[src/common/lsc_pkg.sv]
// Constants, opcodes and state types of the sensor command unit
package lsc_pkg;
  // Register addresses (5-bit address field)
  localparam logic [4:0] ADDR_LEFT_OFS = 5'h00;
  localparam logic [4:0] ADDR_LEFT_GAIN = 5'h01;
  localparam logic [4:0] ADDR_CENTRE_OFS = 5'h02;
  localparam logic [4:0] ADDR_CENTRE_GAIN = 5'h03;
  localparam logic [4:0] ADDR_RIGHT_OFS = 5'h04;
  localparam logic [4:0] ADDR_RIGHT_GAIN = 5'h05;
  localparam logic [4:0] ADDR_MODE = 5'h1f;
  // Mode register fields
  localparam int SLEEP_BIT = 4;
  // Values after reset
  localparam logic [7:0] OFS_RESET = 8'h00;
  localparam logic [4:0] GAIN_RESET = 5'h00;
  localparam logic [7:0] MODE_RESET = 8'h00;
  // Action opcodes
  localparam logic [7:0] MAIN_RESET_OP = 8'h1b;
  localparam logic [7:0] BEGIN_INTEGRATION_OP = 8'h08;
  localparam logic [7:0] SAMPLE_HOLD_OP = 8'h10;
  localparam logic [7:0] PIXEL_READOUT_OP = 8'h02;
  localparam logic [7:0] READOUT_ABORT_OP = 8'h19;
  localparam logic [7:0] SAMPLE_AND_READOUT_OP = 8'h12;
  localparam logic [7:0] SAMPLE_READOUT_RESTART_OP = 8'h16;
  // Register command prefixes in bits 7:5
  localparam logic [2:0] REGISTER_STORE_PFX = 3'h2;
  localparam logic [2:0] REGISTER_FETCH_PFX = 3'h3;
  // Cycle counts
  localparam int REG_FETCH_DELAY = 4;
  localparam int PIXEL_READ_DELAY = 44;
  localparam int PIXEL_RESET_CLKS = 22;
  localparam int BREAK_ZEROS = 10;
  localparam int PIPE_LAT = 3;
  localparam logic [5:0] REG_WAIT_LOAD = 6'(REG_FETCH_DELAY - PIPE_LAT);
  localparam logic [5:0] PIX_WAIT_LOAD = 6'(PIXEL_READ_DELAY - PIPE_LAT);
  localparam logic [4:0] PIX_RESET_LOAD = 5'(PIXEL_RESET_CLKS - 1);
  localparam logic [3:0] BREAK_LAST = 4'(BREAK_ZEROS - 1);
  // Pixel array
  localparam logic [6:0] LAST_PIXEL = 7'h65;
  localparam logic [6:0] CENTRE_FIRST = 7'h22;
  localparam logic [6:0] RIGHT_FIRST = 7'h44;
  localparam logic [5:0] GAIN_UNITY = 6'h20;

  typedef enum logic [1:0] {
    RX_IDLE = 2'b00,
    RX_DATA = 2'b01,
    RX_WAIT_HIGH = 2'b10
  } rx_state_t;

  typedef enum logic [1:0] {
    TX_IDLE = 2'b00,
    TX_DATA = 2'b01,
    TX_STOP = 2'b10
  } tx_state_t;

  typedef enum logic [1:0] {
    PR_IDLE = 2'b00,
    PR_REG_WAIT = 2'b01,
    PR_PIX_WAIT = 2'b10,
    PR_PIX_RUN = 2'b11
  } prod_state_t;
endpackage : lsc_pkg

[src/logic/linear_sensor_command_unit.sv]
// Serial command interpreter and readout control of the linear sensor array

// Functional notes
// - Seven registers: offsets at 0x00/02/04, gains 0x01/03/05, mode 0x1f.
// - Offsets are 8-bit sign-magnitude, gains are 5-bit unsigned.
// - Zone offset is applied before zone gain, so gain scales offset too.
// - Sleep bit set puts device asleep, cleared gives normal operation.
// - Register store: opcode plus 5-bit address, then one data byte.
// - Register fetch 0x60+address sends stored value LSB first.
// - Fetched value starts 4 clocks after fetch byte is received.
// - 0x1b resets logic, aborts readout, resets integrators, drops samples.
// - 0x08 starts integration after a 22-clock pixel reset cycle.
// - 0x10 samples integrators into hold and resets the integrators on the same clock.
// - 0x02 sends pixels 0 to 101, framed 8-bit words LSB first.
// - First pixel word starts 44 clocks after readout byte is received.
// - 0x19 stops readout and integration, resets integrators, drops samples.
// - 0x12 acts as sample then pixel readout.
// - 0x16 acts as sample, readout and start with 22-clock reset cycle.
// - Ten or more zero input bits reinitialise the command byte tracker.
// - Bytes: low start bit, 8 data bits, input rising, output falling edge.
// - Continuous pixel output has exactly one stop bit between words.
// - Receive and transmit run independently; commands taken during readout.
module linear_sensor_command_unit
  import lsc_pkg::*;
(
  input wire logic core_clk,
  input wire logic rst,
  input wire logic serial_in,
  input wire logic [7:0] sampled_level,
  output logic serial_out,
  output logic [6:0] pixel_addr,
  output logic integrator_reset,
  output logic integrating,
  output logic sample_hold_pulse,
  output logic samples_held,
  output logic sleep_select
);

  // Offset before gain: sign-magnitude add, clamp, then scale by (32+g)/32
  function automatic logic [7:0] apply_zone(input logic [7:0] raw,
                                           input logic [7:0] ofs,
                                           input logic [4:0] gain);
    logic signed [9:0] sum;
    logic [7:0] lvl;
    logic [13:0] prod;
    sum = $signed({2'b00, raw});
    if (ofs[7]) begin
      sum = sum - $signed({3'b000, ofs[6:0]});
    end else begin
      sum = sum + $signed({3'b000, ofs[6:0]});
    end
    if (sum < 0) begin
      lvl = 8'h00;
    end else if (sum > 10'sd255) begin
      lvl = 8'hff;
    end else begin
      lvl = sum[7:0];
    end
    prod = lvl * (GAIN_UNITY + {1'b0, gain});
    apply_zone = (prod[13:5] > 9'h0ff) ? 8'hff : prod[12:5];
  endfunction : apply_zone

  logic [7:0] ofs_reg [3];
  logic [4:0] gain_reg [3];
  logic [7:0] operating_mode;

  // Register readback; unmapped addresses read zero
  function automatic logic [7:0] fetch_reg(input logic [4:0] a,
                                          input logic [7:0] o0,
                                          input logic [7:0] o1,
                                          input logic [7:0] o2,
                                          input logic [4:0] g0,
                                          input logic [4:0] g1,
                                          input logic [4:0] g2,
                                          input logic [7:0] m);
    case (a)
      ADDR_LEFT_OFS: fetch_reg = o0;
      ADDR_LEFT_GAIN: fetch_reg = {3'h0, g0};
      ADDR_CENTRE_OFS: fetch_reg = o1;
      ADDR_CENTRE_GAIN: fetch_reg = {3'h0, g1};
      ADDR_RIGHT_OFS: fetch_reg = o2;
      ADDR_RIGHT_GAIN: fetch_reg = {3'h0, g2};
      ADDR_MODE: fetch_reg = m;
      default: fetch_reg = 8'h00;
    endcase
  endfunction : fetch_reg

  rx_state_t rx_state;
  logic [3:0] rx_bit;
  logic [7:0] rx_shift;
  logic [3:0] zero_run;
  logic byte_valid;
  logic [7:0] rx_byte;
  logic store_pending;
  logic [4:0] store_addr;

  // Receiver: start bit, eight data bits on rising edge, stop optional
  always_ff @(posedge core_clk or posedge rst) begin
    if (rst) begin
      rx_state <= RX_WAIT_HIGH;
      rx_bit <= 4'h0;
      rx_shift <= 8'h00;
      byte_valid <= 1'b0;
      rx_byte <= 8'h00;
    end else begin
      byte_valid <= 1'b0;
      if (!serial_in && zero_run == BREAK_LAST) begin
        rx_state <= RX_WAIT_HIGH;
      end else begin
        case (rx_state)
          RX_IDLE: begin
            if (!serial_in) begin
              rx_state <= RX_DATA;
              rx_bit <= 4'h0;
            end
          end
          RX_DATA: begin
            rx_shift <= {serial_in, rx_shift[7:1]};
            rx_bit <= rx_bit + 4'h1;
            if (rx_bit == 4'h7) begin
              rx_state <= RX_IDLE;
              byte_valid <= 1'b1;
              rx_byte <= {serial_in, rx_shift[7:1]};
            end
          end
          RX_WAIT_HIGH: begin
            if (serial_in) begin
              rx_state <= RX_IDLE;
            end
          end
          default: rx_state <= RX_WAIT_HIGH;
        endcase
      end
    end
  end

  // Break detector counts consecutive low input bits
  always_ff @(posedge core_clk or posedge rst) begin
    if (rst) begin
      zero_run <= 4'h0;
    end else if (serial_in) begin
      zero_run <= 4'h0;
    end else if (zero_run != BREAK_LAST) begin
      zero_run <= zero_run + 4'h1;
    end
  end

  // Command decode strobes
  logic is_cmd;
  logic do_reset;
  logic do_abort;
  logic do_start;
  logic do_sample;
  logic do_read;
  logic do_fetch;
  logic break_seen;
  assign is_cmd = byte_valid && !store_pending;
  assign break_seen = !serial_in && zero_run == BREAK_LAST;
  assign do_reset = is_cmd && rx_byte == MAIN_RESET_OP;
  assign do_abort = is_cmd && rx_byte == READOUT_ABORT_OP;
  assign do_start = is_cmd && (rx_byte == BEGIN_INTEGRATION_OP ||
                               rx_byte == SAMPLE_READOUT_RESTART_OP);
  assign do_sample = is_cmd && (rx_byte == SAMPLE_HOLD_OP ||
                                rx_byte == SAMPLE_AND_READOUT_OP ||
                                rx_byte == SAMPLE_READOUT_RESTART_OP);
  assign do_read = is_cmd && (rx_byte == PIXEL_READOUT_OP ||
                              rx_byte == SAMPLE_AND_READOUT_OP ||
                              rx_byte == SAMPLE_READOUT_RESTART_OP);
  assign do_fetch = is_cmd && rx_byte[7:5] == REGISTER_FETCH_PFX;

  // Two-byte register store: remember address, write on data byte
  always_ff @(posedge core_clk or posedge rst) begin
    if (rst) begin
      store_pending <= 1'b0;
      store_addr <= 5'h00;
    end else if (break_seen || do_reset) begin
      store_pending <= 1'b0;
    end else if (byte_valid) begin
      store_pending <= !store_pending &&
                       rx_byte[7:5] == REGISTER_STORE_PFX;
      store_addr <= rx_byte[4:0];
    end
  end

  // Register file; unknown addresses are dropped
  always_ff @(posedge core_clk or posedge rst) begin
    if (rst) begin
      for (int i = 0; i < 3; i++) begin
        ofs_reg[i] <= OFS_RESET;
        gain_reg[i] <= GAIN_RESET;
      end
      operating_mode <= MODE_RESET;
    end else if (byte_valid && store_pending) begin
      case (store_addr)
        ADDR_LEFT_OFS: ofs_reg[0] <= rx_byte;
        ADDR_LEFT_GAIN: gain_reg[0] <= rx_byte[4:0];
        ADDR_CENTRE_OFS: ofs_reg[1] <= rx_byte;
        ADDR_CENTRE_GAIN: gain_reg[1] <= rx_byte[4:0];
        ADDR_RIGHT_OFS: ofs_reg[2] <= rx_byte;
        ADDR_RIGHT_GAIN: gain_reg[2] <= rx_byte[4:0];
        ADDR_MODE: operating_mode <= rx_byte;
        default: ;
      endcase
    end
  end
  assign sleep_select = operating_mode[SLEEP_BIT];

  // Integrator control: pixel reset cycle, integration, sample and hold
  logic [4:0] reset_cnt;
  logic reset_cycle;
  always_ff @(posedge core_clk or posedge rst) begin
    if (rst) begin
      integrator_reset <= 1'b1;
      integrating <= 1'b0;
      sample_hold_pulse <= 1'b0;
      samples_held <= 1'b0;
      reset_cycle <= 1'b0;
      reset_cnt <= 5'h00;
    end else begin
      sample_hold_pulse <= do_sample;
      if (do_reset || do_abort) begin
        integrator_reset <= 1'b1;
        integrating <= 1'b0;
        samples_held <= 1'b0;
        reset_cycle <= 1'b0;
      end else begin
        if (do_sample) begin
          integrating <= 1'b0;
          integrator_reset <= 1'b1;
          samples_held <= 1'b1;
        end
        if (do_start) begin
          reset_cycle <= 1'b1;
          reset_cnt <= PIX_RESET_LOAD;
        end else if (reset_cycle) begin
          reset_cnt <= reset_cnt - 5'h01;
          if (reset_cnt == 5'h00) begin
            reset_cycle <= 1'b0;
            integrator_reset <= 1'b0;
            integrating <= 1'b1;
          end
        end
      end
    end
  end

  // Word producer feeding the two-entry buffer
  prod_state_t pr_state;
  logic [5:0] wait_cnt;
  logic [7:0] fetch_word;
  logic push;
  logic [7:0] push_word;
  logic buf_in_ready;
  logic [1:0] zone;
  logic kill;
  assign kill = do_reset || do_abort || break_seen;
  assign zone = pixel_addr < CENTRE_FIRST ? 2'd0 :
                pixel_addr < RIGHT_FIRST ? 2'd1 : 2'd2;
  assign push = buf_in_ready && ((pr_state == PR_REG_WAIT &&
                wait_cnt == 6'h00) || pr_state == PR_PIX_RUN);
  assign push_word = pr_state == PR_REG_WAIT ? fetch_word :
                     apply_zone(sampled_level, ofs_reg[zone],
                                gain_reg[zone]);

  always_ff @(posedge core_clk or posedge rst) begin
    if (rst) begin
      pr_state <= PR_IDLE;
      wait_cnt <= 6'h00;
      fetch_word <= 8'h00;
      pixel_addr <= 7'h00;
    end else if (kill) begin
      pr_state <= PR_IDLE;
      pixel_addr <= 7'h00;
    end else if (do_read) begin
      pr_state <= PR_PIX_WAIT;
      wait_cnt <= PIX_WAIT_LOAD;
      pixel_addr <= 7'h00;
    end else if (do_fetch) begin
      pr_state <= PR_REG_WAIT;
      wait_cnt <= REG_WAIT_LOAD;
      fetch_word <= fetch_reg(rx_byte[4:0], ofs_reg[0], ofs_reg[1],
                              ofs_reg[2], gain_reg[0], gain_reg[1],
                              gain_reg[2], operating_mode);
    end else begin
      case (pr_state)
        PR_IDLE: ;
        PR_REG_WAIT: begin
          if (wait_cnt != 6'h00) begin
            wait_cnt <= wait_cnt - 6'h01;
          end else if (push) begin
            pr_state <= PR_IDLE;
          end
        end
        PR_PIX_WAIT: begin
          wait_cnt <= wait_cnt - 6'h01;
          if (wait_cnt == 6'h01) begin
            pr_state <= PR_PIX_RUN;
          end
        end
        PR_PIX_RUN: begin
          if (push) begin
            if (pixel_addr == LAST_PIXEL) begin
              pr_state <= PR_IDLE;
              pixel_addr <= 7'h00;
            end else begin
              pixel_addr <= pixel_addr + 7'h01;
            end
          end
        end
        default: pr_state <= PR_IDLE;
      endcase
    end
  end

  // Two-entry buffer; a busy transmitter stalls the producer, no word lost
  logic [7:0] buf_mem [2];
  logic buf_wr;
  logic buf_rd;
  logic [1:0] buf_cnt;
  logic buf_out_valid;
  logic pop;
  assign buf_in_ready = buf_cnt != 2'd2;
  assign buf_out_valid = buf_cnt != 2'd0;
  always_ff @(posedge core_clk or posedge rst) begin
    if (rst) begin
      buf_wr <= 1'b0;
      buf_rd <= 1'b0;
      buf_cnt <= 2'd0;
      buf_mem[0] <= 8'h00;
      buf_mem[1] <= 8'h00;
    end else if (kill) begin
      buf_wr <= 1'b0;
      buf_rd <= 1'b0;
      buf_cnt <= 2'd0;
    end else begin
      if (push) begin
        buf_mem[buf_wr] <= push_word;
        buf_wr <= !buf_wr;
      end
      if (pop) begin
        buf_rd <= !buf_rd;
      end
      buf_cnt <= buf_cnt + {1'b0, push} - {1'b0, pop};
    end
  end

  // Transmitter, independent of the receiver; a new word is taken only in
  // idle, so the stop bit is never skipped and the next start follows it
  tx_state_t tx_state;
  logic [7:0] tx_shift;
  logic [2:0] tx_bit;
  logic tx_line;
  assign pop = buf_out_valid && tx_state == TX_IDLE;
  always_ff @(posedge core_clk or posedge rst) begin
    if (rst) begin
      tx_state <= TX_IDLE;
      tx_shift <= 8'h00;
      tx_bit <= 3'h0;
      tx_line <= 1'b1;
    end else if (kill) begin
      tx_state <= TX_IDLE;
      tx_line <= 1'b1;
    end else if (pop) begin
      tx_state <= TX_DATA;
      tx_shift <= buf_mem[buf_rd];
      tx_bit <= 3'h0;
      tx_line <= 1'b0;
    end else begin
      case (tx_state)
        TX_IDLE: tx_line <= 1'b1;
        TX_DATA: begin
          tx_line <= tx_shift[0];
          tx_shift <= {1'b0, tx_shift[7:1]};
          tx_bit <= tx_bit + 3'h1;
          if (tx_bit == 3'h7) begin
            tx_state <= TX_STOP;
          end
        end
        TX_STOP: begin
          tx_line <= 1'b1;
          tx_state <= TX_IDLE;
        end
        default: tx_state <= TX_IDLE;
      endcase
    end
  end

  // Output pin changes on the falling edge so the controller samples mid-bit
  always_ff @(negedge core_clk or posedge rst) begin
    if (rst) begin
      serial_out <= 1'b1;
    end else begin
      serial_out <= tx_line;
    end
  end

endmodule : linear_sensor_command_unit

[config.mk]
export PLATFORM = sky130hd
export DESIGN_NAME = linear_sensor_command_unit
export DESIGN_NICKNAME = d
export VERILOG_FILES = /design/src/common/lsc_pkg.sv /design/src/logic/linear_sensor_command_unit.sv
export SDC_FILE = /design/constraint.sdc
export NUM_CORES = 1
export LEC_CHECK = 0
export BUFFER_PORTS_ARGS = -buffer_cell sky130_fd_sc_hd__buf_2
export CORE_MARGIN = 3
export CORE_UTILIZATION = 40
export CTS_CLUSTER_DIAMETER = 100
export CTS_CLUSTER_SIZE = 8
export DETAILED_ROUTE_END_ITERATION = 6
export PLACE_DENSITY = 0.57
export REMOVE_ABC_BUFFERS = 1
export SYNTH_ARGS = -nofsm -noshare
export SYNTH_HDL_FRONTEND = slang
export SYNTH_SLANG_ARGS = --single-unit
[constraint.sdc]
create_clock -name core_clk -period 14.35 [get_ports core_clk]
set_input_delay 1.435 -clock core_clk [delete_from_list [all_inputs] [get_ports core_clk]]
set_output_delay 1.435 -clock core_clk [all_outputs]
set_load 0.01 [all_outputs]
## After elaboration in Yosys (flattened, before gate mapping)

Index checks and enable logic that the tools add are counted.

- $add $sub $neg: 11
- Multiply operators: 1
- Magnitude comparators: 9
- Eq/ne operators: 48
- Muxes and demuxes: 87
- Bitwise logic cells: 8
- Reduce and logical (&&, ||, !) cells: 69

Operators with widths:

| operator | count |
|---|---|
| $mux 8 | 12 |
| $pmux 8 s7 | 1 |
| $mux 7 | 6 |
| $eq 8x5->1 const B | 5 |
| $mux 2 | 18 |
| $mux 1 | 27 |
| $reduce_and 2->1 | 13 |
| $eq 5x2->1 const B | 4 |
| $eq 5x3->1 const B | 4 |
| $mux 5 | 4 |
| $ne 5x5->1 const B | 4 |
| $mux 6 | 3 |
| $reduce_and 3->1 | 6 |
| $reduce_bool 2->1 | 9 |
| $bmux 8 s2 | 1 |
| $bwmux 16 | 1 |
| $logic_not 5->1 | 3 |
| $logic_and 1x1->1 | 14 |
| $mul 8x7->14 | 1 |
| $mux 4 | 3 |
| $ne 3x3->1 const B | 4 |
| $pmux 2 s3 | 2 |
| $pmux 6 s2 | 1 |
| $reduce_bool 6->1 | 2 |
| other kinds (53) | 85 |

- Bits in registers: 148
- Bits of input ports: 11
- Output and inout bits: 13

## Logic depth before layout (Yosys ltp)

- Word-level depth: 17
- Mapped depth: 37
- Depth with buffers taken out: 35

==> metrics.txt <==
post-CTS resize count=0; top cells by area, synth=dfrtp_1 (38%), mux2_2 (8.6%), ha_1 (8.4%), fa_1 (5.0%), nand2_1 (4.4%); vias per cell=5.39; status=finished clean; post-layout net count=1090; CTS Buf Count=17; syn avg cell area=9.75 um^2; CTS tree=built; Finished Layout Cells=1317; highest-delay cell along the critical path=dfstp_2; Post-synth EDFFs=0; slowest stage delay, CP=0.50 ns; post-synth top area share=37.5%; clk root buf=clkbuf_16; #FFs+latches synth=147; Ys Warns=0; number of cell rows=55; WP data required=12.91 ns; Critical Path End Type=output port; clk_skew=0.0254 ns; first-pass GRT wire length=36600 um; Worst Setup Start Kind=register; Clock transition at path regs=0.06 ns; largest net degree at the start of global routing=83; Total Routing Usage GR=17.3%; delay-heaviest family, CP=flip-flops; slew margin rel.=21.4%; instance count of the mapped netlist=978; synth unique cells=74; Buf/Inv on CP=1; actual slew at the worst max-slew pin=1.18 ns; core area=23100 um^2; Power Dens Cells=142 nW/um^2; DIE WIDTH=160 um; Max Cap Viol=0; Async SR Flop Fraction=100%; DRT antenna net count=0; Synth area leader=dfrtp_1; hold buffer count at CTS=0; CP Data Arrival Time=8.24 ns; Final Slew Violations=0; layout cells sized above 1=16.0%; Ant. Diodes=0; critical path peak fanout=1; IO Pins=24; Die ar.=25700 um^2; final WL=21600 um; Clock Sinks=147; RSZ-0062 raised after global routing=false; maximum vdd drop=87.1 uV; Final Wtd Congestion=0.819; final setup vio count=0; initial antenna violation count=0; Sum Neg Setup Slack=0 ns; Initial Utilization=41.4%; die height=160 um; sequential fraction of the synthesis area=38.6%; area delta synth->final=10.3%; critical-path cell list=buf_2; global-route congestion overflow total=0; DRC Markers=0; Final HPWL DP=15600 um; DR iter-0 viols=400; vias in the first global route=7034; Post-CTS Setup Repair Bufs=0; Syn Std Cell Area=9540 um^2; Cells after DPL=1285; buffers added on ports=23; clk_lat worst skew=0.45 ns; Hold Path Class=reg2reg; H-tree depth=4; max reg flops=24; Synth Flop Type=dfrtp_1; DR WL/cell=16.4 um; final hold violations=0; kind of critical path=reg2out; via count=7093; iteration count of the initial detailed-routing pass=5; Max clock buf depth=2; leakage power figure=4.98 nW
path summary, 6_finish.rpt:
check                              start     endpoint  slack (ns)  cells past startpoint
setup / recovery              serial_out   serial_out        4.68                      1
hold / removal               tx_shift[5]  tx_shift[5]        0.48                      2
setup reg to reg           pixel_addr[2]  buf_mem[13]        5.30                     34
hold reg to reg              tx_shift[5]  tx_shift[5]        0.48                      2
max in group asynchronous            rst   serial_out        5.60                      2
min in group asynchronous            rst    rx_bit[2]        1.12                      2
Yosys cell counts, types with 13 or more instances:
library cell	count
nand2b_1	13
nand2_1	111
dfrtp_1	143
nand3_1	14
xnor2_1	17
mux2i_1	30
inv_1	66
ha_1	64
and2_1	18
fa_1	24
mux2_2	73
clkbuf_1	32
nor2_1	80
o21ai_0	61
nor2b_1	13
a21oi_1	42
nor3_1	27
stage by stage:
step | cell area, um^2 | hold WS [ns] | worst slack (ns) | util, % | total power [mW]
after floorplan | 9400 | 0.440 | 2.87 | - | 0.944
after global placement | 9960 | 0.460 | 5.11 | 43.2 | 1.07
after detailed placement | 9960 | 0.471 | 5.12 | 43.2 | 1.08
after CTS | 10500 | 0.488 | 4.66 | 45.6 | 1.51
after global routing | 10500 | 0.507 | 4.48 | 45.6 | 1.60
final | 10500 | 0.483 | 4.68 | 45.6 | 1.49
routing by layer:
layer	vias to the layer above	global-route usage [%]	wire, um
met5	-	0	0
met4	0	4.02	179
met3	12	2.91	838
met2	138	27.9	10200
met1	3476	24.5	10400
li1	3467	-	-
cells in the final DEF, fill, tap and decap left out, drive strengths merged, types with 3 or more instances in the layout:
master,n
a211oi,11
a21o,4
a21oi,47
a221oi,6
a22oi,3
a31oi,7
a32o,3
and2,18
and3,7
and4,3
buf,29
clkbuf,18
clkinv,3
dfrtp,143
dfstp,4
fa,24
ha,64
inv,75
mux2,74
mux2i,31
nand2,111
nand2b,13
nand3,14
nand4,5
nor2,80
nor2b,13
nor3,27
nor4,7
nor4b,4
o211ai,4
o21a,5
o21ai,66
o21bai,3
o22ai,8
o31ai,5
o41ai,3
or2,5
xnor2,17
xor2,10
power by group:
group	switching, mW	total, mW	internal [mW]
clock	0.195	0.427	0.232
sequential	0.117	0.630	0.513
combinational	0.247	0.437	0.190
logic make-up (layout without fill, tap and decap cells):
family / Yosys count / after routing / share of synthesized area, %
AO/OA/AOI/OAI: 196 / 196 / 13.9
XOR/XNOR: 27 / 27 / 2.48
adder cells (fa/ha/maj): 88 / 88 / 13.4
buffers and inverters: 101 / 127 / 4.03
flip-flops: 147 / 147 / 38.6
multiplexers: 105 / 105 / 12.1
AND/OR/NAND/NOR: 314 / 314 / 15.4
final cells by class:
| class | instances | area, um^2 |
|---|---|---|
| fill | 2201 | 12500 |
| multi-input combinational | 730 | 5480 |
| sequential | 147 | 3680 |
| clock buffer | 18 | 439 |
| tap | 313 | 392 |
| inverter | 65 | 249 |
| timing repair buffer | 29 | 160 |
| clock inverter | 15 | 123 |
Power figures use the tool's default switching activity.
